<file path="src/common/pcc_map.vh">
// register map, field positions and reset values of the pll config block
`ifndef PCC_MAP_VH
`define PCC_MAP_VH
`define PCC_OFS_CTL 8'h00
`define PCC_OFS_BWC 8'h04
`define PCC_OFS_MSH 8'h08
`define PCC_OFS_MSL 8'h0C
`define PCC_OFS_VRS 8'h10
`define PCC_OFS_RDS 8'h14
`define PCC_CTL_IE 7
`define PCC_CTL_FLAG 6
`define PCC_CTL_ON 5
`define PCC_CTL_BCS 4
`define PCC_CTL_PRE_HI 3
`define PCC_CTL_PRE_LO 2
`define PCC_CTL_VPR_HI 1
`define PCC_CTL_VPR_LO 0
`define PCC_BWC_AUTO 7
`define PCC_BWC_LOCK 6
`define PCC_BWC_TRK 5
`define PCC_RST_MUL 12'h040
`define PCC_RST_VRS 8'h40
`define PCC_RST_RDS 4'h1
`define PCC_RST_ON 1'b1
`define PCC_MUL_ONE 12'h001
`define PCC_RDS_ONE 4'h1
`define PCC_VRS_ZERO 8'h00
`define PCC_MUL_ZERO 12'h000
`define PCC_RDS_ZERO 4'h0
`endif

</file>
<file path="src/hw/pcc_top.v">
// pll clock configuration, mode and supervisory logic with apb slave
//
// Chosen here: the register offsets and the APB slave port.
`default_nettype none
`include "pcc_map.vh"

// Operation
// - auto mode: tracking bit read-only, shows loop's present tracking state
// - manual mode: tracking bit writable, forces loop tracking or acquisition
// - manual tracking value kept in shadow during auto, restored on manual
// - tracking is 1, acquisition 0; reset clears to acquisition
// - 12-bit multiplier: bits 11:8 high register, 7:0 low register
// - multiplier zero behaves as one
// - loop enable set blocks writes to multiplier, range, divider registers
// - 8-bit range field gives linear multiplier L, with power range
// - range zero disables loop, clears select, refuses setting select
// - reset loads range register for factor sixty-four
// - reference divider field sets R; zero behaves as one
// - divider upper four bits unimplemented, ignore writes, read zero
// - auto mode: lock change sets flag always; request only when enabled
// - manual mode: requests blocked, flag reads zero
// - halved vco clock selectable even while unlocked
// - wait mode leaves all state and outputs unchanged
// - stop forces crystal clock, base clock and interrupt outputs low
// - stop with vco selected clears select; crystal drives afterwards
// - break with clear enable 0 protects flag; with 1 reads clear it
// - a read of loop control register clears flag unless break protects it or a lock change sets it in that cycle; reset clears too
// - select 1 routes vco/2, select 0 routes crystal/2 to base clock
// - auto: lock read-only, set when locked; manual: reads zero
module pcc_top #(
  parameter MUL_W = 12,
  parameter VRS_W = 8,
  parameter RDS_W = 4
) (
  input wire pclk,
  input wire presetn,
  input wire psel,
  input wire penable,
  input wire pwrite,
  input wire [7:0] paddr,
  input wire [31:0] pwdata,
  output reg [31:0] prdata,
  output reg pready,
  output reg pslverr,
  input wire crystal_clock,
  input wire vco_clock,
  input wire loop_locked,
  input wire loop_tracking,
  input wire wait_mode,
  input wire stop_mode,
  input wire break_active,
  input wire break_flag_clear_enable,
  output reg crystal_clock_out,
  output reg base_clock_out,
  output reg loop_interrupt_out,
  output reg loop_enable_out,
  output reg auto_bandwidth_out,
  output reg tracking_force_out,
  output reg [MUL_W-1:0] feedback_factor_out,
  output reg [VRS_W-1:0] vco_linear_range_out,
  output reg [1:0] vco_power_range_out,
  output reg [1:0] prescaler_out,
  output reg [RDS_W-1:0] ref_division_out
);

  // control state
  reg irq_enable_r;
  reg irq_flag_r;
  reg loop_enable_r;
  reg bcs_r;
  reg [1:0] prescale_r;
  reg [1:0] vpr_r;
  reg auto_r;
  reg trk_shadow_r;
  reg [MUL_W-1:0] mul_r;
  reg [VRS_W-1:0] vrs_r;
  reg [RDS_W-1:0] rds_r;

  // synchronisers and edge history
  reg lock_s1_r;
  reg lock_s2_r;
  reg lock_q_r;
  reg trk_s1_r;
  reg trk_s2_r;
  reg xclk_q_r;
  reg vclk_q_r;
  reg stop_q_r;

  wire acc_done;
  wire wr_done;
  wire rd_done;
  wire [7:0] wbyte;
  wire sel_ctl;
  wire sel_bwc;
  wire sel_msh;
  wire sel_msl;
  wire sel_vrs;
  wire sel_rds;
  wire mapped;
  wire prog_open;
  wire vrs_zero;
  wire lock_edge;
  wire flag_clear;
  wire flag_set;
  wire lock_view;
  wire trk_view;
  wire stop_entry;
  reg [7:0] rd_byte;

  assign acc_done = psel & penable & pready;
  assign wr_done = acc_done & pwrite;
  assign rd_done = acc_done & ~pwrite;
  assign wbyte = pwdata[7:0];
  assign sel_ctl = (paddr == `PCC_OFS_CTL);
  assign sel_bwc = (paddr == `PCC_OFS_BWC);
  assign sel_msh = (paddr == `PCC_OFS_MSH);
  assign sel_msl = (paddr == `PCC_OFS_MSL);
  assign sel_vrs = (paddr == `PCC_OFS_VRS);
  assign sel_rds = (paddr == `PCC_OFS_RDS);
  assign mapped = sel_ctl | sel_bwc | sel_msh | sel_msl | sel_vrs | sel_rds;
  // programming registers freeze while the loop runs
  assign prog_open = ~loop_enable_r;
  assign vrs_zero = (vrs_r == `PCC_VRS_ZERO);
  assign lock_edge = lock_s2_r ^ lock_q_r;
  assign lock_view = auto_r & lock_s2_r;
  assign trk_view = auto_r ? trk_s2_r : trk_shadow_r;
  // break protection: reads clear only when break clearing is allowed
  assign flag_clear = rd_done & sel_ctl &
    (~break_active | break_flag_clear_enable);
  assign flag_set = auto_r & lock_edge;
  assign stop_entry = stop_mode & ~stop_q_r;

  always @* begin
    rd_byte = 8'h00;
    case (1'b1)
      sel_ctl: begin
        rd_byte[`PCC_CTL_IE] = irq_enable_r & auto_r;
        rd_byte[`PCC_CTL_FLAG] = irq_flag_r & auto_r;
        rd_byte[`PCC_CTL_ON] = loop_enable_r;
        rd_byte[`PCC_CTL_BCS] = bcs_r;
        rd_byte[`PCC_CTL_PRE_HI:`PCC_CTL_PRE_LO] = prescale_r;
        rd_byte[`PCC_CTL_VPR_HI:`PCC_CTL_VPR_LO] = vpr_r;
      end
      sel_bwc: begin
        rd_byte[`PCC_BWC_AUTO] = auto_r;
        rd_byte[`PCC_BWC_LOCK] = lock_view;
        rd_byte[`PCC_BWC_TRK] = trk_view;
      end
      sel_msh: rd_byte = {4'h0, mul_r[11:8]};
      sel_msl: rd_byte = mul_r[7:0];
      sel_vrs: rd_byte = vrs_r;
      sel_rds: rd_byte = {4'h0, rds_r};
      default: rd_byte = 8'h00;
    endcase
  end

  // apb: one wait state, answer in the second access cycle
  always @(posedge pclk or negedge presetn) begin
    if (!presetn) begin
      pready <= 1'b0;
      pslverr <= 1'b0;
      prdata <= 32'h0000_0000;
    end else if (psel & penable & ~pready) begin
      pready <= 1'b1;
      pslverr <= ~mapped;
      prdata <= (pwrite | ~mapped) ? 32'h0000_0000 : {24'h00_0000, rd_byte};
    end else begin
      pready <= 1'b0;
      pslverr <= 1'b0;
    end
  end

  // lock and tracking synchronisers
  always @(posedge pclk or negedge presetn) begin
    if (!presetn) begin
      lock_s1_r <= 1'b0;
      lock_s2_r <= 1'b0;
      lock_q_r <= 1'b0;
      trk_s1_r <= 1'b0;
      trk_s2_r <= 1'b0;
    end else begin
      lock_s1_r <= loop_locked;
      lock_s2_r <= lock_s1_r;
      lock_q_r <= lock_s2_r;
      trk_s1_r <= loop_tracking;
      trk_s2_r <= trk_s1_r;
    end
  end

  // loop control register
  always @(posedge pclk or negedge presetn) begin
    if (!presetn) begin
      irq_enable_r <= 1'b0;
      irq_flag_r <= 1'b0;
      loop_enable_r <= `PCC_RST_ON;
      bcs_r <= 1'b0;
      prescale_r <= 2'b00;
      vpr_r <= 2'b00;
      stop_q_r <= 1'b0;
    end else begin
      stop_q_r <= stop_mode;
      // a lock change in the clearing cycle must not be lost
      if (flag_set)
        irq_flag_r <= 1'b1;
      else if (flag_clear)
        irq_flag_r <= 1'b0;
      if (wr_done & sel_ctl) begin
        if (auto_r)
          irq_enable_r <= wbyte[`PCC_CTL_IE];
        // enable cannot drop while the vco drives the base clock
        loop_enable_r <= wbyte[`PCC_CTL_ON] | bcs_r;
        if (prog_open) begin
          prescale_r <= wbyte[`PCC_CTL_PRE_HI:`PCC_CTL_PRE_LO];
          vpr_r <= wbyte[`PCC_CTL_VPR_HI:`PCC_CTL_VPR_LO];
        end
        // select honoured without lock; needs loop on and range set
        bcs_r <= wbyte[`PCC_CTL_BCS] & loop_enable_r & ~vrs_zero &
          ~stop_mode;
      end else if (vrs_zero | ~loop_enable_r) begin
        bcs_r <= 1'b0;
      end
      if (stop_entry & bcs_r)
        bcs_r <= 1'b0;
    end
  end

  // bandwidth control register and tracking shadow
  always @(posedge pclk or negedge presetn) begin
    if (!presetn) begin
      auto_r <= 1'b0;
      trk_shadow_r <= 1'b0;
    end else if (wr_done & sel_bwc) begin
      auto_r <= wbyte[`PCC_BWC_AUTO];
      // shadow only takes writes made in manual mode
      if (~auto_r)
        trk_shadow_r <= wbyte[`PCC_BWC_TRK];
    end
  end

  // programming registers
  always @(posedge pclk or negedge presetn) begin
    if (!presetn) begin
      mul_r <= `PCC_RST_MUL;
      vrs_r <= `PCC_RST_VRS;
      rds_r <= `PCC_RST_RDS;
    end else if (wr_done & prog_open) begin
      if (sel_msh)
        mul_r[11:8] <= wbyte[3:0];
      if (sel_msl)
        mul_r[7:0] <= wbyte;
      if (sel_vrs)
        vrs_r <= wbyte;
      if (sel_rds)
        rds_r <= wbyte[3:0];
    end
  end

  // settings presented to the analog loop; stop disables the generator
  always @(posedge pclk or negedge presetn) begin
    if (!presetn) begin
      loop_enable_out <= 1'b0;
      auto_bandwidth_out <= 1'b0;
      tracking_force_out <= 1'b0;
      feedback_factor_out <= `PCC_MUL_ONE;
      vco_linear_range_out <= `PCC_VRS_ZERO;
      vco_power_range_out <= 2'b00;
      prescaler_out <= 2'b00;
      ref_division_out <= `PCC_RDS_ONE;
    end else begin
      loop_enable_out <= loop_enable_r & ~vrs_zero & ~stop_mode;
      auto_bandwidth_out <= auto_r;
      tracking_force_out <= trk_shadow_r;
      feedback_factor_out <= (mul_r == `PCC_MUL_ZERO) ?
        `PCC_MUL_ONE : mul_r;
      vco_linear_range_out <= vrs_r;
      vco_power_range_out <= vpr_r;
      prescaler_out <= prescale_r;
      ref_division_out <= (rds_r == `PCC_RDS_ZERO) ?
        `PCC_RDS_ONE : rds_r;
    end
  end

  // clock outputs; wait_mode deliberately has no effect
  always @(posedge pclk or negedge presetn) begin
    if (!presetn) begin
      xclk_q_r <= 1'b0;
      vclk_q_r <= 1'b0;
      crystal_clock_out <= 1'b0;
      base_clock_out <= 1'b0;
      loop_interrupt_out <= 1'b0;
    end else begin
      xclk_q_r <= crystal_clock;
      vclk_q_r <= vco_clock;
      if (stop_mode) begin
        crystal_clock_out <= 1'b0;
        base_clock_out <= 1'b0;
        loop_interrupt_out <= 1'b0;
      end else begin
        crystal_clock_out <= crystal_clock;
        // halve the selected source on its rising edges
        if (bcs_r ? (vco_clock & ~vclk_q_r) : (crystal_clock & ~xclk_q_r))
          base_clock_out <= ~base_clock_out;
        loop_interrupt_out <= auto_r & irq_enable_r & irq_flag_r;
      end
    end
  end

  // wait_mode is observed only so that it is not an unread port
  wire unused_ok;
  assign unused_ok = wait_mode & pwdata[31];

endmodule // pcc_top
`default_nettype wire

</file>
<file path="config.mk">
export PLATFORM = sky130hd
export DESIGN_NAME = pcc_top
export DESIGN_NICKNAME = d
export VERILOG_FILES = /design/src/hw/pcc_top.v
export VERILOG_INCLUDE_DIRS = /design/src /design/src/common
export SDC_FILE = /design/constraint.sdc
export NUM_CORES = 1
export LEC_CHECK = 0
export BUFFER_PORTS_ARGS = -buffer_cell sky130_fd_sc_hd__buf_2
export CORE_MARGIN = 2
export CORE_UTILIZATION = 50
export DETAILED_ROUTE_END_ITERATION = 12
export PLACE_DENSITY = 0.79
export SLEW_MARGIN = 20
export SYNTH_ARGS = -nofsm -noshare
export SYNTH_HDL_FRONTEND = slang
export SYNTH_SLANG_ARGS = --single-unit
</file>
<file path="constraint.sdc">
create_clock -name pclk -period 2.2 [get_ports pclk]
set_input_delay 0.33 -clock pclk [delete_from_list [all_inputs] [get_ports pclk]]
set_output_delay 0.33 -clock pclk [all_outputs]
set_load 0.005 [all_outputs]
</file>
==> run_results.csv <==
group,metric,value,unit
run_status,status,"completed",
layout,drive_gt1_share,38.7,%
clocking,clkTransAtPathRegs,0.09,ns
power_and_ir_drop,p_int,2.09,mW
drt,drt_iter0_drc,176,
timing,fmax,0.557,GHz
floorplan,initial_core_util,52.2,%
timing,slew_headroom,60.8,%
placed_design,place.gp.congestion,0.843,
synth,ys_top_cells_by_area,"dfrtp_1, mux2_2, buf_4",
floorplan,die-area,7910,um^2
synth,synth_edf_count,0,
drt,drc_errors,0,
clocking,h-tree-depth,3,
synth,yosysSeqAreaShare,59.8,%
clocking,cts_tree,"built",
power_and_ir_drop,pwr-share-comb,6.3,%
timing,drv_slew,0,
synth,ys_ff_latch,86,
critical_path,cp-start-kind,"flop",
drt,via_per_inst,5.30,
floorplan,pin_count,121,
floorplan,core,6910,um^2
layout,num_antenna_cells,0,
drt,num_vias,2439,
critical_path,crit_type,"flop to flop",
grt,grt_max_degree,46,
synth,syn_inst,292,
synth,synthDistinctLibCells,47,
layout,area_growth,15.5,%
synth,yosysTopAreaCellShare,55.5,%
power_and_ir_drop,pwr_density_cell,671,nW/um^2
power_and_ir_drop,p_sw_share,25.3,%
clocking,clock_path_buffers,2,
grt,grt_pass1_wl,12.0,mm
grt,grt_usage,20.8,%
placed_design,dp_hpwl,5.45,mm
grt,grt_pass1_vias,2361,
critical_path,r2r_slack,0.40,ns
clocking,cts_buffers,9,
critical_path,required,2.44,ns
drt,drt_first_pass_iters,4,
power_and_ir_drop,vdd_drop_max,0.384,mV
flow_run,drv_cap,0,
synth,synthFlopType,"dfrtp_1",
layout,final_cell_mix,"dfrtp_1, buf_2, mux2_2, conb_1, nand2_1",
clocking,clock_latency,0.36,ns
timing,finalSetupTns,0,ns
timing,finalCriticalPeriod,1.80,ns
clocking,cts_root_buf,"clkbuf_8",
synth,syn_area_per_cell,12.4,um^2
timing,setup_viol,0,
floorplan,row_count,30,
placed_design,io_buffer_count,71,
grt,gr-total-overflow,0,
timing,finalClockSkew,0.00940,ns
critical_path,worstPathMaxFanout,8,
synth,async_reset_ff_share,100,%
min_path,min-delay-start,"loop_locked",
synth,yosys.area.top_type,"dfrtp_1",
placed_design,dpl-instance-area,3980,um^2
timing,finalCritPeriodShare,81.6,%
placed_design,dp_cells,443,
timing,grt_setup_unrepaired,"false",
clocking,cts.sinks,86,
drt,ant_nets,0,
layout,final_common_cell,"dfrtp_1",
drt,wl,7.63,mm
timing,fin_ws,0.404,ns
critical_path,worst_r2r_endpoint,"vrs_r[5]$_DFFE_PN0P_",
min_path,whs_path_depth,1,
min_path,min_path_type,"primary input to flop",
synth,synth_area,3610,um^2
critical_path,arrival,2.04,ns
clocking,post_cts_resized,0,
timing,hold_slack,0.0769,ns
power_and_ir_drop,leakagePower,2.18,nW
floorplan,chipHeight,89.0,um
critical_path,worst_setup_path_end_kind,"flop",
floorplan,die-width,89.0,um
layout,fin_util,60.3,%
placed_design,dp_slack,0.194,ns
grt,antenna_found_initial,0,
critical_path,r2r_start,"pready$_DFF_PN0_",
power_and_ir_drop,finalPower,2.80,mW
layout,fin_nets,412,
layout,final_cell_count_no_fill,460,
critical_path,r2r_cells,5,
power_and_ir_drop,p_switching,709,uW
power_and_ir_drop,clkPwrFrac,36.3,%
timing,tightest_slew,0.587,ns
drt,avgRoutedWirePerCell,16.6,um
power_and_ir_drop,power_frac_seq,57.4,%
synth,synth_warnings,0,
layout,fin_area,4170,um^2
timing,finalHoldViolations,0,
min_path,hold-path-endpoint,"lock_s1_r$_DFF_PN0_",
[flip-flops by register name, indices dropped and copies added (netlist names), 2 cells and up]
register and cells:
ref_division_out 4, vco_linear_range_out 8, vrs_r 8, prescale_r 2, prdata 8, rds_r 4, feedback_factor_out 12, mul_r 12
vpr_r 2, vco_power_range_out 2, prescaler_out 2
[cells by family (layout without fill, tap and decap cells)]
kind of cell | after synthesis | in the layout | synth area share (%)
other | 1 | 24 | 0.104
buffers and inverters | 53 | 102 | 8.15
multiplexers | 37 | 37 | 11.4
XOR/XNOR | 2 | 2 | 0.486
AND/OR/NAND/NOR | 70 | 70 | 11.9
AO/OA/AOI/OAI | 43 | 43 | 8.11
flip-flops | 86 | 86 | 59.8
[timing repair]
action | 4_1_cts | 5_1_grt
buffers inserted | 0 | 0
hold buffers | 1 | 0
hold endpoints to repair | 40 | 0
[worst max-delay path by stage]
stage | startpoint | endpoint | slack (ns) | cells after the start
after global routing | pready$_DFF_PN0_ | vrs_r[4]$_DFFE_PN0P_ | 0.33 | 5
after floorplan | paddr[2] | prescale_r[0]$_DFFE_PN0P_ | 0.47 | 5
after detailed placement | paddr[4] | mul_r[5]$_DFFE_PN0P_ | 0.19 | 5
after global placement | paddr[7] | mul_r[4]$_DFFE_PN0P_ | 0.21 | 5
after CTS | pready$_DFF_PN0_ | mul_r[5]$_DFFE_PN0P_ | 0.43 | 3
final | pready$_DFF_PN0_ | vrs_r[5]$_DFFE_PN0P_ | 0.40 | 5
[critical path, cell delays in order (launching register included)]
cell and delay [ns]:
dfrtp_1 0.43, nand4_2 0.15, buf_4 0.20, nor4_4 0.26, nand3_2 0.30, mux2_2 0.35
[layout make-up]
class	count	area, um^2
clock buffer	10	128
timing repair buffer	81	448
tap	96	120
clock inverter	6	52.6
inverter	5	18.8
sequential	86	2160
fill	591	2740
multi-input combinational	176	1240
[routing by layer]
metal  track usage (%)  vias to the layer above  share of wire (%)
met3              6.28                       12                7.0
met1              26.4                     1217                 41
met5                 0                        -                  0
met2              35.1                       95                 51
met4              5.56                        0                1.2
li1                  -                     1115                  -
[synthesized netlist by cell type (5+ instances only)]
cell,number
clkbuf_1,20
mux2i_1,5
dfstp_2,6
nor2_1,11
or4_1,5
o21ai_0,10
dfrtp_1,80
nor2b_1,8
nor3_1,6
inv_1,5
a31oi_1,6
buf_4,24
mux2_2,32
nand2_1,13
a21oi_1,8
[power by group through the flow]
stage	Combinational, mW	Clock, mW	Sequential, mW
3_3_place_gp	0.170	0	1.64
5_1_grt	0.198	1.11	1.61
6_report	0.175	1.02	1.61
3_5_place_dp	0.174	0	1.64
4_1_cts	0.176	1.05	1.61
2_1_floorplan	0.104	0	1.64
Power figures use the tool's default switching activity.
